<file path="src/dps_defines.svh">
`ifndef DPS_DEFINES_SVH
`define DPS_DEFINES_SVH
// ----------------------------------------
// timing
// ----------------------------------------
`define DPS_CLK_KHZ 20000
`define DPS_TICK_MS 100
`define DPS_TICKS_PER_SEC 4'h9
`define DPS_SECS_PER_MIN 6'h3b
// ----------------------------------------
// register indices (word address)
// ----------------------------------------
`define DPS_NCFG 18
`define DPS_CTRL 5'h00
`define DPS_ROT_TIME 5'h01
`define DPS_INTERLOCK 5'h02
`define DPS_HS_DWELL 5'h03
`define DPS_LS_DWELL 5'h04
`define DPS_SLEEP_LVL 5'h05
`define DPS_SLEEP_DWELL 5'h06
`define DPS_WAKE_LVL 5'h07
`define DPS_SLEEP_FREQ 5'h08
`define DPS_SLEEP_FDWELL 5'h09
`define DPS_ACC_STALL 5'h0a
`define DPS_CS_STALL 5'h0b
`define DPS_DEC_STALL 5'h0c
`define DPS_OT_LEVEL 5'h0d
`define DPS_OT_TIME 5'h0e
`define DPS_HS_FREQ 5'h0f
`define DPS_LS_FREQ 5'h10
`define DPS_OV_LEVEL 5'h11
`define DPS_STATUS 5'h12
`define DPS_IRQ_STAT 5'h13
`define DPS_IRQ_MASK 5'h14
`define DPS_FAULT_CLR 5'h15
// ----------------------------------------
// control fields and reset values
// ----------------------------------------
`define DPS_CTRL_RESUME 0
`define DPS_CTRL_PUMPS_LO 1
`define DPS_CTRL_OVSTALL 3
`define DPS_CTRL_OTMODE_LO 4
`define DPS_CTRL_RST 16'h0008
`define DPS_ROT_RST 16'h003c
`define DPS_INTERLOCK_RST 16'h0032
`define DPS_HS_DWELL_RST 16'h003c
`define DPS_LS_DWELL_RST 16'h003c
`define DPS_SLEEP_LVL_RST 16'h005f
`define DPS_SLEEP_DWELL_RST 16'h001e
`define DPS_WAKE_LVL_RST 16'h0050
`define DPS_SLEEP_FREQ_RST 16'h07d0
`define DPS_SLEEP_FDWELL_RST 16'h0014
`define DPS_ACC_STALL_RST 16'h0096
`define DPS_OT_TIME_RST 16'h0064
`define DPS_HS_FREQ_RST 16'h1388
`define DPS_LS_FREQ_RST 16'h03e8
`define DPS_OV_LEVEL_RST 16'h0320
`endif

</file>
<file path="src/dps_pkg.sv">
package dps_pkg;
  // live measurements from the converter logic, same clock
  typedef struct packed {
    logic [7:0] current;
    logic [15:0] dc_volt;
    logic [15:0] freq;
    logic [7:0] feedback;
  } dps_meas_t;
  // ramp generator state, same clock
  typedef struct packed {
    logic running;
    logic accel;
    logic decel;
    logic at_speed;
  } dps_run_t;
  typedef enum logic [1:0] {SL_RUN, SL_ENTRY, SL_SLEEP} dps_sleep_t;
  typedef enum logic {PS_RUN, PS_GAP} dps_pump_t;
endpackage : dps_pkg

</file>
<file path="src/dps_supervisor.sv">
// Decided for this implementation: the placing of the registers and the strobed register port.
`timescale 1ns/1ps
`include "dps_defines.svh"
module dps_supervisor
  import dps_pkg::*;
#(
  parameter int TICK_CYCLES = `DPS_TICK_MS * `DPS_CLK_KHZ
)(
  input wire logic clk,
  input wire logic rst_n,
  input wire logic [4:0] reg_addr,
  input wire logic [15:0] reg_wdata,
  input wire logic reg_wr,
  input wire logic reg_rd,
  output logic [15:0] reg_rdata,
  input wire dps_meas_t meas,
  input wire dps_run_t run,
  input wire logic [3:0] prog_step,
  output logic [3:0] resume_step,
  output logic resume_valid,
  output logic hold_accel,
  output logic hold_decel,
  output logic lower_freq,
  output logic [1:0] pump_on,
  output logic sleep_freq_req,
  output logic sleep_stop,
  output logic ot_alarm,
  output logic fault_trip,
  output logic irq
);
  // ----------------------------------------
  // reset release and helpers
  // ----------------------------------------
  logic rst_s1_ff, rst_s2_ff;
  always_ff @(posedge clk or negedge rst_n)
  begin
    if (!rst_n)
    begin
      rst_s1_ff <= 1'b0;
      rst_s2_ff <= 1'b0;
    end
    else
    begin
      rst_s1_ff <= 1'b1;
      rst_s2_ff <= rst_s1_ff;
    end
  end
  wire logic rst_n_i = rst_s2_ff;

  // a level of zero switches the comparison off
  function automatic logic above(input logic [15:0] val, input logic [15:0] lvl);
    above = (lvl != 16'h0000) && (val > lvl);
  endfunction : above

  function automatic logic [15:0] cfg_rst(input int idx);
    case (idx)
      0: cfg_rst = `DPS_CTRL_RST;
      1: cfg_rst = `DPS_ROT_RST;
      2: cfg_rst = `DPS_INTERLOCK_RST;
      3: cfg_rst = `DPS_HS_DWELL_RST;
      4: cfg_rst = `DPS_LS_DWELL_RST;
      5: cfg_rst = `DPS_SLEEP_LVL_RST;
      6: cfg_rst = `DPS_SLEEP_DWELL_RST;
      7: cfg_rst = `DPS_WAKE_LVL_RST;
      8: cfg_rst = `DPS_SLEEP_FREQ_RST;
      9: cfg_rst = `DPS_SLEEP_FDWELL_RST;
      10: cfg_rst = `DPS_ACC_STALL_RST;
      14: cfg_rst = `DPS_OT_TIME_RST;
      15: cfg_rst = `DPS_HS_FREQ_RST;
      16: cfg_rst = `DPS_LS_FREQ_RST;
      17: cfg_rst = `DPS_OV_LEVEL_RST;
      default: cfg_rst = 16'h0000;
    endcase
  endfunction : cfg_rst

  // ----------------------------------------
  // configuration registers
  // ----------------------------------------
  logic [15:0] cfg_ff [`DPS_NCFG];
  generate
    for (genvar gi = 0; gi < `DPS_NCFG; gi++)
    begin : g_cfg
      always_ff @(posedge clk or negedge rst_n_i)
      begin
        if (!rst_n_i)
          cfg_ff[gi] <= cfg_rst(gi);
        else if (reg_wr && reg_addr == 5'(gi))
          cfg_ff[gi] <= reg_wdata;
      end
    end
  endgenerate

  wire logic [15:0] ctrl = cfg_ff[`DPS_CTRL];
  wire logic resume_en = ctrl[`DPS_CTRL_RESUME];
  wire logic [1:0] pump_cnt = ctrl[`DPS_CTRL_PUMPS_LO +: 2];
  wire logic ov_en = ctrl[`DPS_CTRL_OVSTALL];
  wire logic [1:0] ot_mode = ctrl[`DPS_CTRL_OTMODE_LO +: 2];

  // ----------------------------------------
  // time base: 0.1 s ticks and seconds
  // ----------------------------------------
  logic [23:0] div_ff;
  logic [3:0] tenth_ff;
  logic tick_ff, sec_tick_ff;
  always_ff @(posedge clk or negedge rst_n_i)
  begin
    if (!rst_n_i)
    begin
      div_ff <= 24'h00_0000;
      tenth_ff <= 4'h0;
      tick_ff <= 1'b0;
      sec_tick_ff <= 1'b0;
    end
    else
    begin
      tick_ff <= (div_ff == 24'(TICK_CYCLES - 1));
      div_ff <= (div_ff == 24'(TICK_CYCLES - 1)) ? 24'h00_0000 : div_ff + 24'h00_0001;
      sec_tick_ff <= tick_ff && tenth_ff == `DPS_TICKS_PER_SEC;
      if (tick_ff)
        tenth_ff <= (tenth_ff == `DPS_TICKS_PER_SEC) ? 4'h0 : tenth_ff + 4'h1;
    end
  end

  // ----------------------------------------
  // stall prevention
  // ----------------------------------------
  always_ff @(posedge clk or negedge rst_n_i)
  begin
    if (!rst_n_i)
    begin
      hold_accel <= 1'b0;
      hold_decel <= 1'b0;
      lower_freq <= 1'b0;
    end
    else
    begin
      hold_accel <= run.accel && above(16'(meas.current), cfg_ff[`DPS_ACC_STALL]);
      hold_decel <= run.decel && ((ov_en && meas.dc_volt > cfg_ff[`DPS_OV_LEVEL])
        || above(16'(meas.current), cfg_ff[`DPS_DEC_STALL]));
      lower_freq <= run.at_speed && above(16'(meas.current), cfg_ff[`DPS_CS_STALL]);
    end
  end

  // ----------------------------------------
  // over-torque
  // ----------------------------------------
  // modes 0/1 watch only at set frequency, 2/3 whenever the motor runs
  wire logic ot_win = run.running && (ot_mode[1] || run.at_speed);
  wire logic ot_over = ot_win && above(16'(meas.current), cfg_ff[`DPS_OT_LEVEL]);
  logic [15:0] ot_cnt_ff;
  wire logic fault_clr = reg_wr && reg_addr == `DPS_FAULT_CLR && reg_wdata[0];
  always_ff @(posedge clk or negedge rst_n_i)
  begin
    if (!rst_n_i)
      ot_cnt_ff <= 16'h0000;
    else if (!ot_over && !fault_trip)
      ot_cnt_ff <= 16'h0000;
    else if (ot_over && tick_ff && ot_cnt_ff != 16'hffff)
      ot_cnt_ff <= ot_cnt_ff + 16'h0001;
  end

  // trip latches until software clears it; modes 0/2 only raise the alarm
  always_ff @(posedge clk or negedge rst_n_i)
  begin
    if (!rst_n_i)
    begin
      ot_alarm <= 1'b0;
      fault_trip <= 1'b0;
    end
    else
    begin
      ot_alarm <= ot_over && ({ot_cnt_ff, 1'b0} > {1'b0, cfg_ff[`DPS_OT_TIME]});
      if (ot_over && ot_mode[0] && ot_cnt_ff > cfg_ff[`DPS_OT_TIME])
        fault_trip <= 1'b1;
      else if (fault_clr)
        fault_trip <= 1'b0;
    end
  end

  // ----------------------------------------
  // program resume memory
  // ----------------------------------------
  logic run_d_ff, trip_d_ff;
  always_ff @(posedge clk or negedge rst_n_i)
  begin
    if (!rst_n_i)
    begin
      run_d_ff <= 1'b0;
      trip_d_ff <= 1'b0;
      resume_step <= 4'h0;
      resume_valid <= 1'b0;
    end
    else
    begin
      run_d_ff <= run.running;
      trip_d_ff <= fault_trip;
      if (!resume_en)
        resume_valid <= 1'b0;
      else if ((run_d_ff && !run.running) || (fault_trip && !trip_d_ff))
      begin
        resume_step <= prog_step;
        resume_valid <= 1'b1;
      end
    end
  end

  // ----------------------------------------
  // auxiliary pump staging
  // ----------------------------------------
  logic [7:0] hs_cnt_ff, ls_cnt_ff;
  wire logic hs_zone = run.running && meas.freq >= cfg_ff[`DPS_HS_FREQ];
  wire logic ls_zone = run.running && meas.freq <= cfg_ff[`DPS_LS_FREQ];
  wire logic hs_done = 16'(hs_cnt_ff) >= cfg_ff[`DPS_HS_DWELL];
  wire logic ls_done = 16'(ls_cnt_ff) >= cfg_ff[`DPS_LS_DWELL];
  // dwell counters restart once they act so the next pump needs a fresh dwell
  always_ff @(posedge clk or negedge rst_n_i)
  begin
    if (!rst_n_i)
    begin
      hs_cnt_ff <= 8'h00;
      ls_cnt_ff <= 8'h00;
    end
    else
    begin
      if (!hs_zone || hs_done)
        hs_cnt_ff <= 8'h00;
      else if (sec_tick_ff)
        hs_cnt_ff <= hs_cnt_ff + 8'h01;
      if (!ls_zone || ls_done)
        ls_cnt_ff <= 8'h00;
      else if (sec_tick_ff)
        ls_cnt_ff <= ls_cnt_ff + 8'h01;
    end
  end

  dps_pump_t pst_ff, nxt_pst;
  logic [1:0] n_on_ff, nxt_n_on;
  logic lead_ff, nxt_lead;
  logic [15:0] rot_ff, nxt_rot;
  logic [15:0] gap_ff, nxt_gap;
  logic [5:0] rot_sec_ff, nxt_rot_sec;
  always_comb
  begin
    nxt_pst = pst_ff;
    nxt_n_on = n_on_ff;
    nxt_lead = lead_ff;
    nxt_rot = rot_ff;
    nxt_rot_sec = rot_sec_ff;
    nxt_gap = gap_ff;
    case (pst_ff)
      PS_RUN:
      begin
        if (n_on_ff > pump_cnt)
          nxt_n_on = pump_cnt;
        else if (hs_done && n_on_ff < pump_cnt)
          nxt_n_on = n_on_ff + 2'd1;
        else if (ls_done && n_on_ff != 2'd0)
          nxt_n_on = n_on_ff - 2'd1;
        // minutes count from when this pump took duty, not from a free-running clock
        if (pump_cnt == 2'd2 && n_on_ff == 2'd1)
        begin
          if (sec_tick_ff)
            nxt_rot_sec = (rot_sec_ff == `DPS_SECS_PER_MIN) ? 6'h00 : rot_sec_ff + 6'h01;
          if (sec_tick_ff && rot_sec_ff == `DPS_SECS_PER_MIN)
            nxt_rot = rot_ff + 16'h0001;
          if (rot_ff >= cfg_ff[`DPS_ROT_TIME])
          begin
            nxt_rot = 16'h0000;
            nxt_rot_sec = 6'h00;
            nxt_lead = !lead_ff;
            nxt_gap = 16'h0000;
            nxt_pst = PS_GAP;
          end
        end
        else
        begin
          nxt_rot = 16'h0000;
          nxt_rot_sec = 6'h00;
        end
      end
      PS_GAP:
      begin
        if (tick_ff)
          nxt_gap = gap_ff + 16'h0001;
        if (gap_ff >= cfg_ff[`DPS_INTERLOCK])
          nxt_pst = PS_RUN;
      end
      default: nxt_pst = PS_RUN;
    endcase
  end

  always_ff @(posedge clk or negedge rst_n_i)
  begin
    if (!rst_n_i)
    begin
      pst_ff <= PS_RUN;
      n_on_ff <= 2'd0;
      lead_ff <= 1'b0;
      rot_ff <= 16'h0000;
      rot_sec_ff <= 6'h00;
      gap_ff <= 16'h0000;
      pump_on <= 2'b00;
    end
    else
    begin
      pst_ff <= nxt_pst;
      n_on_ff <= nxt_n_on;
      lead_ff <= nxt_lead;
      rot_ff <= nxt_rot;
      rot_sec_ff <= nxt_rot_sec;
      gap_ff <= nxt_gap;
      // both contacts open through the interlock gap
      if (nxt_pst == PS_GAP)
        pump_on <= 2'b00;
      else if (nxt_n_on == 2'd2)
        pump_on <= 2'b11;
      else if (nxt_n_on == 2'd1)
        pump_on <= nxt_lead ? 2'b10 : 2'b01;
      else
        pump_on <= 2'b00;
    end
  end

  // ----------------------------------------
  // sleep and wakeup
  // ----------------------------------------
  dps_sleep_t sl_ff, nxt_sl;
  logic [7:0] sl_cnt_ff, nxt_sl_cnt;
  always_comb
  begin
    nxt_sl = sl_ff;
    nxt_sl_cnt = sl_cnt_ff;
    case (sl_ff)
      SL_RUN:
      begin
        if (!run.running || 16'(meas.feedback) < cfg_ff[`DPS_SLEEP_LVL])
          nxt_sl_cnt = 8'h00;
        else if (sec_tick_ff)
          nxt_sl_cnt = sl_cnt_ff + 8'h01;
        if (16'(sl_cnt_ff) >= cfg_ff[`DPS_SLEEP_DWELL])
        begin
          nxt_sl = SL_ENTRY;
          nxt_sl_cnt = 8'h00;
        end
      end
      SL_ENTRY:
      begin
        if (sec_tick_ff)
          nxt_sl_cnt = sl_cnt_ff + 8'h01;
        if (16'(meas.feedback) < cfg_ff[`DPS_WAKE_LVL])
          nxt_sl = SL_RUN;
        else if (16'(sl_cnt_ff) >= cfg_ff[`DPS_SLEEP_FDWELL])
          nxt_sl = SL_SLEEP;
      end
      SL_SLEEP:
      begin
        if (16'(meas.feedback) < cfg_ff[`DPS_WAKE_LVL])
          nxt_sl = SL_RUN;
      end
      default: nxt_sl = SL_RUN;
    endcase
    if (nxt_sl != sl_ff && nxt_sl != SL_ENTRY)
      nxt_sl_cnt = 8'h00;
  end

  always_ff @(posedge clk or negedge rst_n_i)
  begin
    if (!rst_n_i)
    begin
      sl_ff <= SL_RUN;
      sl_cnt_ff <= 8'h00;
      sleep_freq_req <= 1'b0;
      sleep_stop <= 1'b0;
    end
    else
    begin
      sl_ff <= nxt_sl;
      sl_cnt_ff <= nxt_sl_cnt;
      sleep_freq_req <= nxt_sl == SL_ENTRY;
      sleep_stop <= nxt_sl == SL_SLEEP;
    end
  end

  // ----------------------------------------
  // interrupts: alarm, trip, pump change, sleep, wake
  // ----------------------------------------
  logic alarm_d_ff;
  logic [1:0] pump_d_ff;
  dps_sleep_t sl_d_ff;
  logic [4:0] ist_ff, imask_ff;
  wire logic [4:0] ev = {sl_d_ff == SL_SLEEP && sl_ff == SL_RUN,
    sl_d_ff == SL_RUN && sl_ff == SL_ENTRY, pump_d_ff != pump_on,
    fault_trip && !trip_d_ff, ot_alarm && !alarm_d_ff};
  wire logic [4:0] w1c = (reg_wr && reg_addr == `DPS_IRQ_STAT) ? reg_wdata[4:0] : 5'h00;
  // an event in the clear cycle survives, set wins
  always_ff @(posedge clk or negedge rst_n_i)
  begin
    if (!rst_n_i)
    begin
      alarm_d_ff <= 1'b0;
      pump_d_ff <= 2'b00;
      sl_d_ff <= SL_RUN;
      ist_ff <= 5'h00;
      imask_ff <= 5'h00;
      irq <= 1'b0;
    end
    else
    begin
      alarm_d_ff <= ot_alarm;
      pump_d_ff <= pump_on;
      sl_d_ff <= sl_ff;
      ist_ff <= (ist_ff & ~w1c) | ev;
      if (reg_wr && reg_addr == `DPS_IRQ_MASK)
        imask_ff <= reg_wdata[4:0];
      irq <= |(((ist_ff & ~w1c) | ev) & imask_ff);
    end
  end

  // ----------------------------------------
  // register read port, data one cycle after strobe
  // ----------------------------------------
  always_ff @(posedge clk or negedge rst_n_i)
  begin
    if (!rst_n_i)
      reg_rdata <= 16'h0000;
    else if (reg_rd)
    begin
      if (reg_addr < 5'(`DPS_NCFG))
        reg_rdata <= cfg_ff[reg_addr];
      else if (reg_addr == `DPS_STATUS)
        reg_rdata <= {4'h0, resume_valid, resume_step, sl_ff, pump_on,
          fault_trip, ot_alarm, n_on_ff[1]};
      else if (reg_addr == `DPS_IRQ_STAT)
        reg_rdata <= {11'h000, ist_ff};
      else if (reg_addr == `DPS_IRQ_MASK)
        reg_rdata <= {11'h000, imask_ff};
      else
        reg_rdata <= 16'h0000;
    end
  end
endmodule : dps_supervisor

</file>
<file path="config.mk">
export PLATFORM = sky130hd
export DESIGN_NAME = dps_supervisor
export DESIGN_NICKNAME = d
export VERILOG_FILES = /design/src/dps_pkg.sv /design/src/dps_supervisor.sv
export VERILOG_INCLUDE_DIRS = /design/src /design/src/src
export SDC_FILE = /design/constraint.sdc
export NUM_CORES = 1
export LEC_CHECK = 0
export BUFFER_PORTS_ARGS = -buffer_cell sky130_fd_sc_hd__buf_2
export CAP_MARGIN = 20
export CORE_AREA = 2 2 153 305
export DETAILED_ROUTE_END_ITERATION = 10
export DIE_AREA = 0 0 155 307
export PLACE_DENSITY = 0.82
export SYNTH_ARGS = -nofsm -noshare
export SYNTH_HDL_FRONTEND = slang
export SYNTH_SLANG_ARGS = --single-unit
</file>
<file path="constraint.sdc">
create_clock -name clk -period 13.3 [get_ports clk]
set_input_delay 2.66 -clock clk [delete_from_list [all_inputs] [get_ports clk]]
set_output_delay 2.66 -clock clk [all_outputs]
set_load 0.05 [all_outputs]
</file>
==> results.md <==
- Per-cell routed wire length: 24.1 µm
- Pwr dens: 149 nW/µm²
- Mean Syn Cell Area: 11.2 µm²
- Detailed placement HPWL: 50900 µm
- # resized after CTS: 0
- # rows: 111
- Cts hold-fix bufs: 0
- Setup violators final: 0
- Finished Layout Cells: 2946
- Worst setup path class: input pin to flip-flop
- Worst Skew: 0.0430 ns
- Fin. max-slew vios: 0
- Count of max-cap constraint violations: 0
- Number of global-route vias before repair: 19.2k
- Initial antenna violation count: 2
- R2R Setup Slk: 9.81 ns
- Residual DRC: 0
- Critical Path End Type: flip-flop
- Worst path required time: 13.74 ns
- Leakage: 12.8 nW
- Clk sinks: 452
- Fin Setup TNS: 0 ns
- Crit path largest cell delay: 0.78 ns
- Global-route wire length before repair: 111000 µm
- Via density: 6.41
- Total routed wirelength: 70900 µm
- VDD IR max: 154 µV
- CP startpoint kind: input pin
- Post-placement cell area: 26400 µm²
- CTS tree: yes
- Initial core utilization: 56.2%
- Worst reg2reg path startpoint: rst_n_i
- Max Root-Sink Buffers: 3
- Die area: 47600 µm²
- WHS Path Cells: 0
- NumNets Final: 2627
- Synth Net Count: 2557
- Root Buffer: clkbuf_16
- Yosys reg bits: 452
- Final instance area: 28000 µm²
- Unrepaired setup endpoints after global routing: false
- Crit path DAT: 5.67 ns
- Drt first pass iters: 7
- HP Start: rst_s1_ff
- Antenna viol nets, final: 0
- YS warnings: 0
- Gr usage total: 30.3%
- Hold Crit Class: flip-flop to flip-flop
- DIE WIDTH: 155 µm
- Die H: 307 µm
- Crit path max fanout: 52
- Hold Crit Endpoint: rst_n_i
- Fmax: 191 MHz
- Min cycle time layout: 5.23 ns
- Post-synth top flop: dfrtp_1
- Clock Pin Slew Worst Setup and Hold Paths: 0.06 ns
- Latest clock arrival within the worst-skew pair: 0.59 ns
- Slowest CP cell: buf_4
- Vias after detailed routing: 18.9k
- Layout cells sized above 1: 25.5%
- RePlAce Congestion: 0.960
- Placed insts: 2864
- H-tree depth: 2
- Slew HR: 19.4%
- Largest net degree at the start of global routing: 172
- Final core occ: 61.6%
- Gate count after technology mapping: 2275
- Crit-path cells: buf_4 > buf_4 > nor2b_1 > and2_1 > nand2_1 > mux2_2
- Reg-to-Reg End: div_ff[16]
- Setup Buffers After CTS: 0
- Fin. Hold Viols: 0
- Register area share after synthesis: 44.6%
- Area of the mapped netlist: 25500 µm²
- DR iter-0 viols: 1933
- Crit path top cell by count: buf_4
- Slew @ Worst Pin: 1.20 ns
- Remaining Overflow, GRT: 0
- Synth async-reset ratio: 100%
- Number of placed I/O pins: 112
- Power, Total: 0.00418 W
- EDFF count, synth: 0
- Worst reg-to-reg path cell count: 3
- Cts bufs inserted: 42
- Distinct cells, synth: 79
- Tcrit/Tclk final: 39.3%
- Area growth, synth to finish: 9.65%
- Outcome: complete, no violations
- Core ar.: 45400 µm²
- Port buffer count: 111
==> routing by layer <==
metal / wire length, µm / vias up / GRT usage [%]
met4: 5500 / 2 / 19.4
met1: 26700 / 9361 / 38.7
li1: - / 8295 / -
met2: 32900 / 949 / 47.6
met3: 5810 / 291 / 5.26
met5: 12 / - / 0
==> worst max-delay path by stage <==
stage	cells after the start	from	end
floorplan	0	rst_n_i	alarm_d_ff
global placement	6	reg_addr[1]	cfg_ff[96]
detailed placement	6	reg_addr[1]	cfg_ff[96]
CTS	6	reg_addr[1]	cfg_ff[96]
global route	6	reg_addr[1]	cfg_ff[96]
finish	6	reg_addr[1]	cfg_ff[204]
==> where the power goes <==
| group | internal, W | switching (W) | total (W) |
|---|---|---|---|
| Sequential | 0.00162 | 0.000241 | 0.00186 |
| Clock | 0.000793 | 0.000555 | 0.00135 |
| Combinational | 0.000439 | 0.000530 | 0.000969 |
==> cells in the mapped netlist, types with 7 or more instances <==
cell | n | area share (%)
o21ai_0 | 118 | 2.3
and3_1 | 16 | 0.39
xnor2_1 | 32 | 1.1
a31oi_1 | 11 | 0.27
nand3_1 | 40 | 0.78
mux4_2 | 85 | 7.5
nor3_1 | 26 | 0.51
clkbuf_1 | 56 | 0.82
nand4_1 | 55 | 1.3
a211oi_1 | 11 | 0.32
nor2_1 | 136 | 2.0
buf_4 | 7 | 0.21
a21oi_1 | 74 | 1.5
and2_1 | 8 | 0.20
ha_1 | 201 | 9.9
o211ai_1 | 10 | 0.29
nor2b_1 | 27 | 0.66
nand2_1 | 169 | 2.5
a22oi_1 | 12 | 0.35
nor2_2 | 8 | 0.20
mux2_2 | 240 | 11
o21a_1 | 19 | 0.56
a21o_1 | 29 | 0.85
dfstp_2 | 57 | 5.9
inv_1 | 193 | 2.8
mux2i_1 | 11 | 0.43
dfrtp_1 | 395 | 39
and4_1 | 8 | 0.27
nor4_1 | 28 | 0.69
buf_2 | 26 | 0.51
nand2b_1 | 21 | 0.51
xor2_1 | 42 | 1.4
==> cell usage in the layout (no fill, tap or decap), types with 21 or more instances in the layout <==
master     Yosys  routed
dfrtp_1      395     394
mux2_2       240     240
ha_1         201     201
inv_1        193     193
nand2_1      169     169
nor2_1       136     135
o21ai_0      118     118
buf_2         26     109
mux4_2        85      85
a21oi_1       74      74
dfstp_2       57      57
nand4_1       55      55
xor2_1        42      42
clkbuf_16      0      42
nand3_1       40      40
xnor2_1       32      32
a21o_1        29      29
nor4_1        28      28
nor2b_1       27      27
nor3_1        26      25
nand2b_1      21      21
==> cells by family after synthesis <==
| logic type | count (synthesis) | share of synthesized area [%] |
|---|---|---|
| buffers and inverters | 293 | 4.72 |
| AOI/OAI and AO/OA | 340 | 8.41 |
| adders and majority gates | 201 | 9.86 |
| and+or+nand+nor | 577 | 11.3 |
| DFF | 452 | 44.6 |
| muxes | 337 | 18.6 |
| xor gates and xnor gates | 74 | 2.54 |
| other | 1 | 0.0147 |
==> state kept, by name, indices dropped and copies added (netlist names), 4 cells and up <==
name / flops
cfg_ff: 272
ctrl: 16
div_ff: 24
gap_ff: 16
hs_cnt_ff: 8
imask_ff: 5
ist_ff: 5
ls_cnt_ff: 8
ot_cnt_ff: 16
reg_rdata: 16
resume_step: 4
rot_ff: 16
rot_sec_ff: 6
sl_cnt_ff: 8
tenth_ff: 4
==> metrics by stage <==
stage	hold slack [ns]	setup slack, ns
global route	0.379	7.76
floorplan	0.331	5.99
detailed placement	0.351	7.46
CTS	0.364	8.05
global placement	0.337	7.58
finish	0.359	8.07
==> layout make-up <==
type / count / area [µm²]
antenna: 2 / 5.00
clock buffer: 60 / 1210
clock inverter: 18 / 319
fill: 3411 / 17400
inverter: 194 / 728
multi-input combinational: 1530 / 12900
sequential: 452 / 11400
tap: 565 / 707
timing repair buffer: 125 / 683
==> worst max-delay path: cells and delay by family <==
family,cells,cell delay (ns)
buffers and inverters,2,1.25
multiplexers,1,0.42
AND/OR/NAND/NOR,3,1.28
Note: power is estimated with default switching activity, not from simulation.
